==> src/sct_defines.svh <==
`ifndef SCT_DEFINES_SVH
`define SCT_DEFINES_SVH
// ----------------------------------------
// Sizes
// ----------------------------------------
`define SCT_NUM_EV 8
`define SCT_NUM_REG 8
`define SCT_NUM_OUT 6
`define SCT_NUM_IN 4
`define SCT_NUM_SRC 8
`define SCT_NUM_IO 10
`define SCT_HALF_W 16
`define SCT_CNT_W 32
`define SCT_STATE_W 3
// ----------------------------------------
// Reset values and limits
// ----------------------------------------
`define SCT_STATE_RST 3'h0
`define SCT_HALF_ZERO 16'h0000
`define SCT_HALF_MAX 16'hffff
`define SCT_CNT_ZERO 32'h0
`define SCT_IO_LAST 4'h9
// ----------------------------------------
// Timing
// ----------------------------------------
`define SCT_CLK_MHZ 250
`define SCT_IN_MAX_MHZ 25
// Least clock cycles per half period of the fastest legal input
`define SCT_IN_MIN_CYC ((`SCT_CLK_MHZ + 2 * `SCT_IN_MAX_MHZ - 1) / (2 * `SCT_IN_MAX_MHZ))
`endif

==> src/sct_pkg.sv <==
package sct_pkg;
    // ----------------------------------------
    // Event condition encodings
    // ----------------------------------------
    typedef enum logic [1:0] {sct_io_low, sct_io_rise, sct_io_fall, sct_io_high} sct_io_cond_t;
    typedef enum logic [1:0] {sct_cmb_or, sct_cmb_match, sct_cmb_io, sct_cmb_and} sct_comb_t;
    typedef enum logic [1:0] {sct_dir_any, sct_dir_up, sct_dir_down} sct_dirq_t;
endpackage : sct_pkg

==> src/sct_ctr_if.sv <==
`timescale 1ns/1ps
`include "sct_defines.svh"
// Link between the control logic and one counter half
interface sct_ctr_if;
    logic tick;
    logic down;
    logic clear;
    logic carry;
    logic [`SCT_HALF_W-1:0] count;
    modport counter (input tick, input down, input clear, output count, output carry);
    modport ctl (output tick, output down, output clear, input count, input carry);
endinterface : sct_ctr_if

==> src/sct_sync.sv <==
`timescale 1ns/1ps
`include "sct_defines.svh"
module sct_sync #(
    parameter int WIDTH = `SCT_NUM_SRC
) (
    input logic clock,
    input logic rst_n,
    input logic [WIDTH-1:0] async_in,
    output logic [WIDTH-1:0] sync_out
);
    logic [WIDTH-1:0] meta;

    // Two-stage synchroniser; only the second stage is read
    always_ff @(posedge clock) begin
        if (!rst_n) begin
            meta <= '0;
            sync_out <= '0;
        end else begin
            meta <= async_in;
            sync_out <= meta;
        end
    end
endmodule : sct_sync

==> src/sct_counter.sv <==
`timescale 1ns/1ps
`include "sct_defines.svh"
module sct_counter (
    input logic clock,
    input logic rst_n,
    sct_ctr_if.counter bus
);
    logic at_end;

    // Wrap point depends on direction; carry feeds the upper half when joined
    assign at_end = bus.down ? (bus.count == `SCT_HALF_ZERO) : (bus.count == `SCT_HALF_MAX);
    assign bus.carry = bus.tick & at_end;

    // Clear beats counting so a limit lands on zero in up-only mode
    always_ff @(posedge clock) begin
        if (!rst_n) begin
            bus.count <= `SCT_HALF_ZERO;
        end else if (bus.clear) begin
            bus.count <= `SCT_HALF_ZERO;
        end else if (bus.tick) begin
            bus.count <= bus.down ? bus.count - 16'h0001 : bus.count + 16'h0001;
        end
    end
endmodule : sct_counter

==> src/sct_timer.sv <==
// Function
// - Counter runs as one 32-bit counter or two independent 16-bit halves.
// - Eight events drive a state variable of up to eight states.
// - Eight registers, each usable as a match or a capture register.
// - Four inputs, each picked from pins or internal sources, up to 25 MHz.
// - Every selector offers four pins plus four internal on-chip signals.
// - Six outputs routed toward device pins.
// - Counters tick on the system clock or a selected input edge.
// - Each counter counts up only, or up then down.
// - Matches can interrupt, stop, limit, halt, reverse or toggle outputs.
// - Counter value copied into capture register on a match or I/O toggle.
// - Up to six PWM outputs, own duty, shared cycle length.
// - Event condition is match, I/O edge or level, or a mix.
// - Events can limit, halt, start, stop or reverse a counter.
// - Events can change state, toggle outputs, raise interrupt and DMA requests.
// - Match register zero can act as automatic counter limit.
// - Events can be qualified by the counting direction.
// - A match can stay pending until the event fires.
// - Each event acts only in its assigned states.
// - State persists across counter wrap and limit.
// - One output is selectable as converter trigger.
`timescale 1ns/1ps
`include "sct_defines.svh"
module sct_timer (
    input logic clock,
    input logic rst_n,
    input logic [`SCT_NUM_IN-1:0] pin_in,
    input logic adc_thcmp_irq,
    input logic comparator_out,
    input logic cpu_event_out,
    input logic core_a,
    input logic [`SCT_NUM_IN-1:0][2:0] input_source_selector,
    input logic unify,
    input logic [1:0] bidir,
    input logic [1:0] auto_limit,
    input logic clk_from_input,
    input logic [1:0] clk_input_sel,
    input logic [1:0] sw_start,
    input logic [1:0] sw_stop,
    input logic [1:0] sw_unhalt,
    input logic [`SCT_NUM_REG-1:0] reg_is_capture,
    input logic [`SCT_NUM_REG-1:0][`SCT_CNT_W-1:0] match_val,
    input logic [`SCT_NUM_REG-1:0][`SCT_NUM_EV-1:0] cap_event,
    input logic [`SCT_NUM_EV-1:0][`SCT_NUM_EV-1:0] ev_state_mask,
    input logic [`SCT_NUM_EV-1:0][2:0] ev_match_sel,
    input logic [`SCT_NUM_EV-1:0][3:0] ev_io_sel,
    input sct_pkg::sct_io_cond_t [`SCT_NUM_EV-1:0] ev_io_cond,
    input sct_pkg::sct_comb_t [`SCT_NUM_EV-1:0] ev_comb,
    input sct_pkg::sct_dirq_t [`SCT_NUM_EV-1:0] ev_dir_qual,
    input logic [`SCT_NUM_EV-1:0] ev_half,
    input logic [`SCT_NUM_EV-1:0] ev_hold,
    input logic [`SCT_NUM_EV-1:0] ev_state_load,
    input logic [`SCT_NUM_EV-1:0][`SCT_STATE_W-1:0] ev_state_next,
    input logic [`SCT_NUM_EV-1:0] ev_limit,
    input logic [`SCT_NUM_EV-1:0] ev_halt,
    input logic [`SCT_NUM_EV-1:0] ev_start,
    input logic [`SCT_NUM_EV-1:0] ev_stop,
    input logic [`SCT_NUM_EV-1:0] ev_reverse,
    input logic [`SCT_NUM_OUT-1:0][`SCT_NUM_EV-1:0] out_set,
    input logic [`SCT_NUM_OUT-1:0][`SCT_NUM_EV-1:0] out_clr,
    input logic [`SCT_NUM_EV-1:0] irq_enable,
    input logic [1:0][`SCT_NUM_EV-1:0] dma_enable,
    input logic [2:0] adc_trig_sel,
    output logic [`SCT_NUM_OUT-1:0] sct_out,
    output logic adc_trigger,
    output logic [`SCT_CNT_W-1:0] count_value,
    output logic [`SCT_NUM_REG-1:0][`SCT_CNT_W-1:0] cap_value,
    output logic [`SCT_STATE_W-1:0] state_now,
    output logic [1:0] running,
    output logic [1:0] halted,
    output logic [1:0] counting_down,
    output logic [`SCT_NUM_EV-1:0] event_pulse,
    output logic irq,
    output logic [1:0] dma_req
);
    logic [`SCT_NUM_SRC-1:0] src_raw;
    logic [`SCT_NUM_SRC-1:0] src;
    logic [`SCT_NUM_IN-1:0] sel_in;
    logic [`SCT_NUM_IN-1:0] in_prev;
    logic [`SCT_NUM_OUT-1:0] out_q;
    logic [`SCT_NUM_OUT-1:0] out_prev;
    logic [`SCT_NUM_OUT-1:0] next_out;
    logic [`SCT_NUM_OUT-1:0] oset;
    logic [`SCT_NUM_OUT-1:0] oclr;
    logic [`SCT_NUM_IO-1:0] io_cur;
    logic [`SCT_NUM_IO-1:0] io_prv;
    logic tick_base;
    logic [1:0][`SCT_HALF_W-1:0] cnt;
    logic [1:0] carry;
    logic [`SCT_CNT_W-1:0] count32;
    logic [1:0] run;
    logic [1:0] halt_q;
    logic [1:0] down;
    logic [1:0] en;
    logic [1:0] zero;
    logic [1:0] hold0;
    logic [1:0] hit0;
    logic [1:0] lim;
    logic [1:0] lim_act;
    logic [1:0] tick;
    logic [1:0] clear;
    logic [1:0] rev;
    logic [1:0] start;
    logic [1:0] stop;
    logic [1:0] halt_set;
    logic [1:0][`SCT_NUM_EV-1:0] act;
    logic [`SCT_NUM_EV-1:0] eff;
    logic [`SCT_NUM_EV-1:0] raw_hit;
    logic [`SCT_NUM_EV-1:0] io_ok;
    logic [`SCT_NUM_EV-1:0] dir_ok;
    logic [`SCT_NUM_EV-1:0] fired;
    logic [`SCT_NUM_EV-1:0] pend;
    logic [`SCT_NUM_REG-1:0] cap_go;
    logic [`SCT_STATE_W-1:0] state;
    logic [`SCT_STATE_W-1:0] next_state_val;
    logic ld_any;
    logic io_c;
    logic io_p;

    // ----------------------------------------
    // Input selection
    // ----------------------------------------
    // Internal sources are synchronised too; they may come from other clocks
    assign src_raw = {core_a, cpu_event_out, comparator_out, adc_thcmp_irq, pin_in};
    sct_sync #(.WIDTH(`SCT_NUM_SRC)) u_sync (
        .clock(clock),
        .rst_n(rst_n),
        .async_in(src_raw),
        .sync_out(src)
    );

    // One selector per input, identical source set
    always_comb begin
        for (int i = 0; i < `SCT_NUM_IN; i++) begin
            sel_in[i] = src[input_source_selector[i]];
        end
    end

    // Inputs below outputs so one 4-bit code reaches all ten signals
    assign io_cur = {out_q, sel_in};
    assign io_prv = {out_prev, in_prev};
    // Input clocking uses rising edges; two edges need at least two cycles apart
    assign tick_base = clk_from_input ? (sel_in[clk_input_sel] & ~in_prev[clk_input_sel])
                                      : 1'b1;
    assign count32 = {cnt[1], cnt[0]};

    // ----------------------------------------
    // Match compare
    // ----------------------------------------
    // A register set for capture never matches
    function automatic logic reg_hit(input logic [2:0] r, input logic c);
        logic [`SCT_HALF_W-1:0] half_val;
        half_val = c ? match_val[r][31:16] : match_val[r][15:0];
        if (reg_is_capture[r]) begin
            reg_hit = 1'b0;
        end else if (unify) begin
            reg_hit = (count32 == match_val[r]);
        end else begin
            reg_hit = (cnt[c] == half_val);
        end
    endfunction : reg_hit

    // ----------------------------------------
    // Event evaluation
    // ----------------------------------------
    always_comb begin
        act = '0;
        io_c = 1'b0;
        io_p = 1'b0;
        for (int e = 0; e < `SCT_NUM_EV; e++) begin
            eff[e] = ev_half[e] & ~unify;
            raw_hit[e] = reg_hit(ev_match_sel[e], eff[e]);
            io_c = 1'b0;
            io_p = 1'b0;
            if (ev_io_sel[e] <= `SCT_IO_LAST) begin
                io_c = io_cur[ev_io_sel[e]];
                io_p = io_prv[ev_io_sel[e]];
            end
            case (ev_io_cond[e])
                sct_pkg::sct_io_low: io_ok[e] = ~io_c;
                sct_pkg::sct_io_rise: io_ok[e] = io_c & ~io_p;
                sct_pkg::sct_io_fall: io_ok[e] = ~io_c & io_p;
                default: io_ok[e] = io_c;
            endcase
            case (ev_dir_qual[e])
                sct_pkg::sct_dir_up: dir_ok[e] = ~down[eff[e]];
                sct_pkg::sct_dir_down: dir_ok[e] = down[eff[e]];
                default: dir_ok[e] = 1'b1;
            endcase
            fired[e] = ev_state_mask[e][state] & dir_ok[e];
            case (ev_comb[e])
                sct_pkg::sct_cmb_or: fired[e] = fired[e] & ((raw_hit[e] | pend[e]) | io_ok[e]);
                sct_pkg::sct_cmb_match: fired[e] = fired[e] & (raw_hit[e] | pend[e]);
                sct_pkg::sct_cmb_io: fired[e] = fired[e] & io_ok[e];
                default: fired[e] = fired[e] & (raw_hit[e] | pend[e]) & io_ok[e];
            endcase
            act[eff[e]][e] = fired[e];
        end
    end

    // Held match; a new hit beats the clear by the firing event
    always_ff @(posedge clock) begin
        if (!rst_n) begin
            pend <= '0;
        end else begin
            pend <= (pend & ~fired) | (raw_hit & ev_hold);
        end
    end

    // ----------------------------------------
    // Counter control, one set per half
    // ----------------------------------------
    // In joined mode only the lower set steers; the upper half follows its carry
    always_comb begin
        for (int h = 0; h < 2; h++) begin
            hit0[h] = reg_hit(3'h0, h[0]);
            lim[h] = (auto_limit[h] & hit0[h]) | (|(act[h] & ev_limit));
            rev[h] = |(act[h] & ev_reverse);
            start[h] = sw_start[h] | (|(act[h] & ev_start));
            stop[h] = |(act[h] & ev_stop);
            halt_set[h] = |(act[h] & ev_halt);
            zero[h] = unify ? (count32 == `SCT_CNT_ZERO) : (cnt[h] == `SCT_HALF_ZERO);
            hold0[h] = down[h] & zero[h];
        end
        en[0] = run[0] & ~halt_q[0] & tick_base;
        en[1] = ~unify & run[1] & ~halt_q[1] & tick_base;
        for (int h = 0; h < 2; h++) begin
            // Turning at the limit holds one cycle; a down-count passes it freely
            lim_act[h] = en[h] & lim[h] & ~(bidir[h] & down[h]);
            tick[h] = en[h] & ~hold0[h] & ~lim_act[h];
            clear[h] = lim_act[h] & ~bidir[h];
        end
        if (unify) begin
            tick[1] = tick[0] & carry[0];
            clear[1] = clear[0];
        end
    end

    // Direction: reverse event wins, then turn at zero, then turn at limit
    always_ff @(posedge clock) begin
        if (!rst_n) begin
            down <= 2'h0;
        end else begin
            for (int h = 0; h < 2; h++) begin
                if (!bidir[h]) begin
                    down[h] <= 1'b0;
                end else if (rev[h]) begin
                    down[h] <= ~down[h];
                end else if (en[h] && hold0[h]) begin
                    down[h] <= 1'b0;
                end else if (lim_act[h]) begin
                    down[h] <= 1'b1;
                end
            end
        end
    end

    // Run and halt; a halt stays until software lifts it, set beats clear
    always_ff @(posedge clock) begin
        if (!rst_n) begin
            run <= 2'h0;
            halt_q <= 2'h0;
        end else begin
            for (int h = 0; h < 2; h++) begin
                if (start[h]) begin
                    run[h] <= 1'b1;
                end else if (stop[h] || sw_stop[h]) begin
                    run[h] <= 1'b0;
                end
                halt_q[h] <= halt_set[h] | (halt_q[h] & ~sw_unhalt[h]);
            end
        end
    end

    // Two 16-bit halves chained by carry when joined
    for (genvar h = 0; h < 2; h++) begin : g_half
        sct_ctr_if u_if();
        sct_counter u_cnt (
            .clock(clock),
            .rst_n(rst_n),
            .bus(u_if)
        );
        assign u_if.tick = tick[h];
        assign u_if.clear = clear[h];
        assign u_if.down = unify ? down[0] : down[h];
        assign cnt[h] = u_if.count;
        assign carry[h] = u_if.carry;
    end

    // ----------------------------------------
    // State, outputs, capture
    // ----------------------------------------
    // Higher-numbered event wins when several load the state together
    always_comb begin
        ld_any = 1'b0;
        next_state_val = state;
        for (int e = 0; e < `SCT_NUM_EV; e++) begin
            if (fired[e] && ev_state_load[e]) begin
                ld_any = 1'b1;
                next_state_val = ev_state_next[e];
            end
        end
        for (int o = 0; o < `SCT_NUM_OUT; o++) begin
            oset[o] = |(fired & out_set[o]);
            oclr[o] = |(fired & out_clr[o]);
            if (oset[o] && oclr[o]) begin
                next_out[o] = ~out_q[o];
            end else if (oset[o]) begin
                next_out[o] = 1'b1;
            end else if (oclr[o]) begin
                next_out[o] = 1'b0;
            end else begin
                next_out[o] = out_q[o];
            end
        end
        for (int i = 0; i < `SCT_NUM_REG; i++) begin
            cap_go[i] = reg_is_capture[i] & (|(fired & cap_event[i]));
        end
    end

    // State is untouched by wrap or limit
    always_ff @(posedge clock) begin
        if (!rst_n) begin
            state <= `SCT_STATE_RST;
        end else if (ld_any) begin
            state <= next_state_val;
        end
    end

    always_ff @(posedge clock) begin
        if (!rst_n) begin
            out_q <= '0;
            out_prev <= '0;
            in_prev <= '0;
            adc_trigger <= 1'b0;
        end else begin
            out_q <= next_out;
            out_prev <= out_q;
            in_prev <= sel_in;
            adc_trigger <= (adc_trig_sel < 3'h6) ? out_q[adc_trig_sel] : 1'b0;
        end
    end

    // Capture takes both halves as one word in either mode
    always_ff @(posedge clock) begin
        if (!rst_n) begin
            cap_value <= '0;
        end else begin
            for (int i = 0; i < `SCT_NUM_REG; i++) begin
                if (cap_go[i]) begin
                    cap_value[i] <= count32;
                end
            end
        end
    end

    // Registered event requests
    always_ff @(posedge clock) begin
        if (!rst_n) begin
            event_pulse <= '0;
            irq <= 1'b0;
            dma_req <= 2'h0;
        end else begin
            event_pulse <= fired;
            irq <= |(fired & irq_enable);
            dma_req[0] <= |(fired & dma_enable[0]);
            dma_req[1] <= |(fired & dma_enable[1]);
        end
    end

    assign sct_out = out_q;
    assign count_value = count32;
    assign state_now = state;
    assign running = run;
    assign halted = halt_q;
    assign counting_down = down;
endmodule : sct_timer

==> config.mk <==
export PLATFORM = sky130hd
export DESIGN_NAME = sct_timer
export DESIGN_NICKNAME = d
export VERILOG_FILES = /design/src/sct_pkg.sv /design/src/sct_ctr_if.sv /design/src/sct_sync.sv /design/src/sct_counter.sv /design/src/sct_timer.sv
export VERILOG_INCLUDE_DIRS = /design/src
export SDC_FILE = /design/constraint.sdc
export NUM_CORES = 2
export LEC_CHECK = 0
export BUFFER_PORTS_ARGS = -buffer_cell sky130_fd_sc_hd__buf_2
export CAP_MARGIN = 10
export CORE_AREA = 2 2 411 413
export CTS_BUF_LIST = sky130_fd_sc_hd__clkbuf_4
export CTS_CLUSTER_DIAMETER = 150
export DETAILED_ROUTE_END_ITERATION = 8
export DIE_AREA = 0 0 413 415
export GPL_TIMING_DRIVEN = 1
export PLACE_DENSITY = 0.38
export SKIP_LAST_GASP = 1
export SLEW_MARGIN = 20
export SYNTH_ARGS = -nofsm -noshare
export SYNTH_HDL_FRONTEND = slang
export SYNTH_SLANG_ARGS = --single-unit
export TNS_END_PERCENT = 30
==> constraint.sdc <==
create_clock -name clock -period 5.6 [get_ports clock]
set_clock_uncertainty 0.05 [all_clocks]
set_input_delay 0 -clock clock [delete_from_list [all_inputs] [get_ports clock]]
set_output_delay 0 -clock clock [all_outputs]
set_load 0.05 [all_outputs]
After elaboration in Yosys (flattened, before gate mapping)
Cells that the tools add are included.
{ "op_classes": {"add_sub_neg": 4, "n_lt_le_gt_ge": 48, "eq_ne": 68, "n_mux": 270, "n_bitwise": 205, "reduce_logical": 95} }
{ "op_table": {"columns": ["op", "n"], "rows": [
  ["binary-select mux 32 bit (select 3 bit)", 8],
  ["two-way mux 16 bit", 26],
  ["== test 32 bit", 9],
  ["bitwise AND 8 bit", 35],
  ["OR reduction 8 bit", 33],
  ["two-way mux 32 bit", 8],
  ["== test 16 bit", 10],
  ["two-way mux 1 bit", 135],
  ["bitwise mux 16 bit", 7],
  ["bitwise AND 1 bit", 98],
  ["binary-select mux 1 bit (select 4 bit)", 16],
  ["demux 8 bit (select 1 bit)", 8],
  ["binary-select mux 1 bit (select 3 bit)", 21],
  ["less-than comparator 3 x 4 -> 1 bit (second input constant)", 14],
  ["== test 2 x 1 -> 1 bit (second input constant)", 24],
  ["== test 2 bit (second input constant)", 24],
  ["one-hot mux 1 bit (3 select lines)", 16],
  ["inverter 1 bit", 47],
  ["less-than comparator 4 x 5 -> 1 bit (second input constant)", 8],
  ["adder 16 x 1 -> 16 bit (second input constant)", 2],
  ["less-or-equal comparator 4 bit (second input constant)", 8],
  ["zero test 16 bit", 2],
  ["zero test 2 bit", 16],
  ["zero test 32 bit", 1],
  ["other kinds (26)", 114]
]} }
{ "totals": {"regBits": 349, "in_bits": 743, "word_cells": 721} }

Depth between registers and ports, before layout
{ "depth": {"ltp_word": 29, "mapped_depth": 21} }

By module
From an unflattened synthesis, not the netlist that was laid out.
{ "hier_totals": {"cells_unflattened": 4316, "hier_area_um2": 39306.4} }
{ "by_module_without_submodules": {"columns": ["module", "instances", "cells_each", "area_per_inst_um2", "seq_area_each_um2"], "rows": [
  ["sct_timer", 1, 3951, 36132.2, 6025.8],
  ["sct_counter", 2, 166, 1363.8, 320.3],
  ["sct_sync", 1, 33, 446.7, 320.3]
]} }

Worst setup path after synthesis
Ideal clock, no wire load.
{ "synth_path": {"path_kind": "register -> register", "startpoint": "register down[1], in the netlist counting_down[1]", "endpoint": "register g_half[1].u_cnt.bus.count[15]", "arrival_ns": 4.304, "setup_slack_ns": 1.128, "stages_incl_launch_ff": 18, "n_path_buf": 1, "synth_period_minus_slack_ns": 4.472, "cell_sequence": "dfxtp_1 -> clkbuf_1 -> inv_1 -> o21ai_1 -> ha_1 -> a21o_1 -> a21oi_1 -> o21ai_0 -> a21oi_1 -> o21ai_0 -> a21oi_1 -> o21ai_0 -> a2111o_1 -> nand3_1 -> a211oi_1 -> a31oi_1 -> a31o_2 -> a21oi_2"} }
{ "synth_between": {"elab_chain_cells": 26, "elab_cells_between_ends": 116, "cone_classes": "mux (43); bitwise (70); reduce/logical (3)"} }
{ "synth_lines": {"columns": ["element", "line_no", "rtl"], "rows": [
  ["from (decl)", "sct_timer.sv:93", "logic [1:0] down;"],
  ["from (signal, indexed assignment)", "sct_timer.sv:248", "down[h] <= ~down[h];"],
  ["two-way mux 1 bit (not written as such) (2 in a row)", "sct_timer.sv:186, sct_timer.sv:187", null],
  ["inverter 1 bit", "sct_timer.sv:186", "sct_pkg::sct_dir_up: dir_ok[e] = ~down[eff[e]];"],
  ["one-hot mux 1 bit (2 select lines)", "sct_timer.sv:185", "case (ev_dir_qual[e])"],
  ["bitwise AND 1 bit", "sct_timer.sv:190", "fired[e] = ev_state_mask[e][state] & dir_ok[e];"],
  ["bitwise AND 1 bit", "sct_timer.sv:193, sct_timer.sv:195", null],
  ["bitwise AND 1 bit", "sct_timer.sv:195", "default: fired[e] = fired[e] & (raw_hit[e] | pend[e]) & io_ok[e];"],
  ["one-hot mux 1 bit (3 select lines)", "sct_timer.sv:191", "case (ev_comb[e])"],
  ["bitwise AND 16 bit (no line)", null, null],
  ["[... 8 more ...]", null, null],
  ["OR reduction 8 bit", "sct_timer.sv:217", "lim[h] = (auto_limit[h] & hit0[h]) | (|(act[h] & ev_limit));"],
  ["OR 1 bit", "sct_timer.sv:217", null],
  ["bitwise AND 1 bit (2 in a row)", "sct_timer.sv:229", "lim_act[h] = en[h] & lim[h] & ~(bidir[h] & down[h]);"],
  ["inverter 1 bit", "sct_timer.sv:230", "tick[h] = en[h] & ~hold0[h] & ~lim_act[h];"],
  ["bitwise AND 1 bit", "sct_timer.sv:230", null],
  ["bitwise AND 1 bit", "sct_counter.sv:12", "assign bus.carry = bus.tick & at_end;"],
  ["bitwise AND 1 bit", "sct_timer.sv:234", "tick[1] = tick[0] & carry[0];"],
  ["two-way mux 1 bit", "sct_timer.sv:233", "if (unify) begin"],
  ["to (signal assigned)", "sct_counter.sv:17", "bus.count <= `SCT_HALF_ZERO;"],
  ["to (signal assigned)", "sct_counter.sv:19", "bus.count <= `SCT_HALF_ZERO;"],
  ["to (signal assigned)", "sct_counter.sv:21", "bus.count <= bus.down ? bus.count - 16'h0001 : bus.count + 16'h0001;"],
  ["to (decl)", "sct_ctr_if.sv:10", "modport counter (input tick, input down, input clear, output count, output carry);"]
]} }
Parallel ways exist; a longest one is shown, timed or not. The select of a mux whose other input is x is not followed.
A chain may end at the register's enable or synchronous reset.

Worst setup path in the final report
{ "layout_path": {"startpoint": "register u_sync.sync_out[5]", "endpoint": "register cap_value[75] (netlist bit)"} }
{ "layout_between": {"elab_chain_cells": 14, "elab_cells_between_ends": 107, "cone_classes": "mux (48); bitwise (58); reduce/logical (1)"} }
{ "layout_lines": {"columns": ["element", "line_no", "rtl"], "rows": [
  ["from (decl)", "sct_sync.sv:9", "output logic [WIDTH-1:0] sync_out"],
  ["from (signal assigned)", "sct_sync.sv:20", "sync_out <= meta;"],
  ["binary-select mux 1 bit (select 3 bit)", "sct_timer.sv:135", "sel_in[i] = src[input_source_selector[i]];"],
  ["two-way mux 1 bit (not written as such)", "sct_timer.sv:135", null],
  ["binary-select mux 1 bit (select 4 bit)", "sct_timer.sv:176", "io_c = io_cur[ev_io_sel[e]];"],
  ["two-way mux 1 bit (not written as such)", "sct_timer.sv:176", null],
  ["two-way mux 1 bit", "sct_timer.sv:175", "if (ev_io_sel[e] <= `SCT_IO_LAST) begin"],
  ["inverter 1 bit", "sct_timer.sv:180, sct_timer.sv:182", null],
  ["bitwise AND 1 bit", "sct_timer.sv:182", "sct_pkg::sct_io_fall: io_ok[e] = ~io_c & io_p;"],
  ["one-hot mux 1 bit (3 select lines)", "sct_timer.sv:179", "case (ev_io_cond[e])"],
  ["OR 1 bit", "sct_timer.sv:192", "sct_pkg::sct_cmb_or: fired[e] = fired[e] & ((raw_hit[e] | pend[e]) | io_ok[e]);"],
  ["bitwise AND 1 bit", "sct_timer.sv:192", null],
  ["one-hot mux 1 bit (3 select lines)", "sct_timer.sv:191", null],
  ["bitwise AND 8 bit (*)", "sct_timer.sv:317", "cap_go[i] = reg_is_capture[i] & (|(fired & cap_event[i]));"],
  ["OR reduction 8 bit (*)", "sct_timer.sv:317", null],
  ["bitwise AND 1 bit (*)", "sct_timer.sv:317", null],
  ["to (signal, indexed assignment)", "sct_timer.sv:351", "cap_value[i] <= count32;"],
  ["to (decl)", "sct_timer.sv:67", "output logic [`SCT_NUM_REG-1:0][`SCT_CNT_W-1:0] cap_value,"]
]} }
Every way passes the cells marked *; elsewhere a longest branch is shown, timed or not. The select of a mux whose other input is x is not followed.

==> metrics.md <==
| Metric | Value |
|---|---|
| Seq pwr share | `29.4%` |
| Failing checks | `DRC` |
| Hpwl dp | `197.5 mm` |
| Final setup violation count | `0` |
| Share of cells above drive strength 1 | `38.46%` |
| Type of the most critical hold path | `in -> reg` |
| Kind of critical path | `reg -> reg` |
| Met3 routed WL | `approximately 21 mm` |
| Slew Viols, Final | `0` |
| Unrepaired setup endpoints after global routing | `false` |
| Vias/cell | `~5.5` |
| Clk sink count | `349` |
| Status | `complete, but fails checks` |
| Post-route cell area | `~52,000 sq um` |
| First-pass GRT wire length | `343.0 mm` |
| Final period util | `a little over nine tenths` |
| Slew @ Worst Pin | `roughly 1.2 ns` |
| Slowest stage delay, CP | `0.91 ns` |
| FMAX | `about 0.18 GHz` |
| Post-Synthesis Cell Area | `about 38,000 sq um` |
| CP Launch Type | `register` |
| WP data required | `approximately 6.4 ns` |
| Met2 WL post-DR | `113.4 mm` |
| Share of the synthesized area in the top cell type | `25.08%` |
| Internal power | `5357 uW` |
| Nets | `between 5,000 and 6,000` |
| Die Span X | `~410 um` |
| ANT nets after route | `0` |
| Vias in the first global route | `around 41,000` |
| Crit-path cells | `mux4_2 -> mux2i_2 -> buf_4 -> mux4_2 -> o31a_2 -> o211ai_1 -> dlygate4sd3_1 -> nand3b_1 -> a21oi_4 -> buf_12 -> a222oi_1 -> a31oi_4 -> buf_12 -> mux2i_1 -> dlygate4sd3_1 -> nor2_1` |
| Finished Layout Cells | `roughly 7,500` |
| I/O pin count | `1,058` |
| Top_reg_cell synth | `dfxtp_1` |
| Hold Vio Cnt, Final | `0` |
| Grt ovf | `0` |
| Power share of the clock group | `28.6%` |
| Max Cap Viol | `0` |
| IO Port Bufs | `1,057` |
| Synth Area per Inst | `10.20 sq um` |
| Max-slew headroom | `22.70%` |
| # H-tree levels | `3` |
| Synth async-reset ratio | `0%` |
| Switching share of total power | `39.48%` |
| VDD IR max | `roughly 0.13 mV` |
| Initial Utilization | `a little under a quarter` |
| Placed Area | `46,950 sq um` |
| Die area | `around 170,000 sq um` |
| Final wirelength | `253.6 mm` |
| Clock Path Buffers | `3` |
| GRT Util Overall | `around 28%` |
| Post-layout util | `between 30% and 40%` |
| Seq/Total Area, Yosys | `between 10% and 20%` |
| Yosys reg bits | `roughly 350` |
| Via count | `41,340` |
| Netlist cell types | `98` |
| Leak | `0.02172 uW` |
| # rows | `150` |
| Net Count, Synth | `approximately 4,500` |
| CP Capture Type | `register` |
| TritonCTS Buffers | `100` |
| Met1 WL | `108.1 mm` |
| Cells after synthesis | `between 3,000 and 4,000` |
| Critical path arrival | `between 6 and 7 ns` |
| Post-synth EDFFs | `0` |
| Wire length per cell after detailed routing | `33.84 um` |
| GP Congestion | `a little under 1` |
| Crit path max fanout | `20` |
| Final hold slack | `0.1348 ns` |
| Synth area leader | `mux4_2` |
| Initial antenna violation count | `89` |
| Drt first pass iters | `9` |
| TritonCTS clock tree | `built` |
| Later-pin clock latency in the skew report | `a little over 1 ns` |
| Worst-path clk slew | `approximately 0.07 ns` |
| DRC viols | `11` |
| Largest net degree at the start of global routing | `about 180` |
| Drt initial violations | `4,379` |
| Final min period | `around 5.5 ns` |
| Chip height | `415 um` |
| PnR Total Power | `8852 uW` |
| Clk root buf | `clkbuf_4` |
| P_sw | `around 3500 uW` |
| Pwr Density | `roughly 170 nW/um^2` |
| Slowest-stage cell, CP | `a222oi_1` |
| Area contributors post-synth | `mux4_2 25%, mux2i_1 21%, dfxtp_1 18%` |
| Area growth, synth to finish | `36.68%` |
| Dpl cells | `between 6,000 and 7,000` |
| Logic gate share of total power | `between 40% and 50%` |
| Uppermost layer routed | `met5` |
| Yosys warns | `0` |
| Core area | `166,700 sq um` |
-- synthesized netlist by cell type, types with 18 or more instances --
cell	instances
nor2_1	367
nand3_1	32
a222oi_1	45
buf_4	36
a21o_1	19
xnor2_1	179
and2_1	37
xor2_1	81
buf_6	20
and3_1	28
nor4_1	50
mux4_2	426
mux2_2	34
buf_1	48
o21ai_0	54
inv_1	83
nor3_1	45
ha_1	44
o22ai_1	18
a22oi_1	160
a21oi_1	78
nand4_1	42
dfxtp_1	349
nand2_1	101
a31oi_1	21
nor2b_1	29
clkbuf_1	148
mux2i_1	797
buf_2	124
-- layer usage --
metal,global-route usage [%],vias up
met5,0,-
met4,10.98,60
met3,7.006,471
met2,44.05,2314
met1,37.64,20970
li1,-,17530
-- worst paths after layout --
path,cells after the start,slack [ns],to,start
setup / recovery,16,0.06,cap_value[75],u_sync.sync_out[5]
hold / removal,6,0.13,cap_value[38],reg_is_capture[1]
setup reg to reg,16,0.06,cap_value[75],u_sync.sync_out[5]
hold reg to reg,1,0.29,u_sync.sync_out[5],u_sync.meta[5]
-- state kept, by name, indices dropped and copies added (netlist names), 6 cells and up --
signal                  count
event_pulse                 8
u_sync.sync_out             8
pend                        8
g_half.u_cnt.bus.count     32
sct_out                     6
out_prev                    6
cap_value                 256
u_sync.meta                 8
-- placed cells by master (no fill, tap or decap), types with 18 or more instances in the layout --
cell and count:
buf_2 1041, mux2i_1 797, mux4_2 426, dlygate4sd3_1 390, nor2_1 367, dfxtp_1 321
buf_4 239, xnor2_1 179, a22oi_1 160, clkbuf_4 146, nand2_1 101, inv_1 82
xor2_1 81, a21oi_1 75, o21ai_0 53, nor4_1 48, nor3_1 45, a222oi_1 45
ha_1 44, nand4_1 42, diode_2 40, and2_1 37, mux2_2 34, buf_12 33
nand3_1 32, nor2b_1 29, and3_1 28, dfxtp_2 28, a31oi_1 21, clkinv_1 20
a21o_1 19, o22ai_1 18
-- critical path: cells and delay by family (launching register included) --
kind / cells / cell delay [ns]
mux: 4 / 1.41
simple gates: 2 / 0.28
flops: 1 / 0.35
buf+inv: 5 / 1.81
compound gates: 5 / 1.44
-- through the flow --
stage	setup TNS [ns]	setup WS, ns
2_1_floorplan	0	1.128
3_3_place_gp	-10.77	-0.1405
3_5_place_dp	-9.204	-0.1185
4_1_cts	0	0.002554
5_1_grt	0	0.04452
6_report	0	0.05949
-- power groups by stage --
stage	clock, uW	sequential [uW]	combinational (uW)
6_report	2530	2600	3720
5_1_grt	2750	2600	3880
4_1_cts	2630	2600	3660
3_5_place_dp	0	2660	3430
3_3_place_gp	0	2660	3430
2_1_floorplan	0	2650	1970
-- timing repair --
item | CTS | global route
buffers inserted | 0 | 3
resized for setup | 0 | 5
endpoints found under the hold margin | 349 | 0
endpoints found under the setup margin | 0 | 123
hold buffers | 392 | 0
-- kinds of logic after synthesis --
| family | share of synthesized area, % |
|---|---|
| multiplexers | 47.12 |
| AO/OA/AOI/OAI | 11.15 |
| adder cells (fa/ha/maj) | 1.544 |
| flip-flops | 18.26 |
| AND/OR/NAND/NOR | 10.21 |
| XOR/XNOR | 5.953 |
| buffers and inverters | 5.753 |
-- cell type report --
type | count | area, sq um
Fill cell | 17580 | 114400
Multi-Input combinational cell | 2936 | 29200
Timing Repair Buffer | 1706 | 11620
Sequential cell | 349 | 7022
Tap cell | 2204 | 2758
Clock buffer | 146 | 1096
Inverter | 85 | 326.6
Clock inverter | 27 | 163.9
Antenna cell | 40 | 100.1
Note: power is estimated with default switching activity, not from simulation.
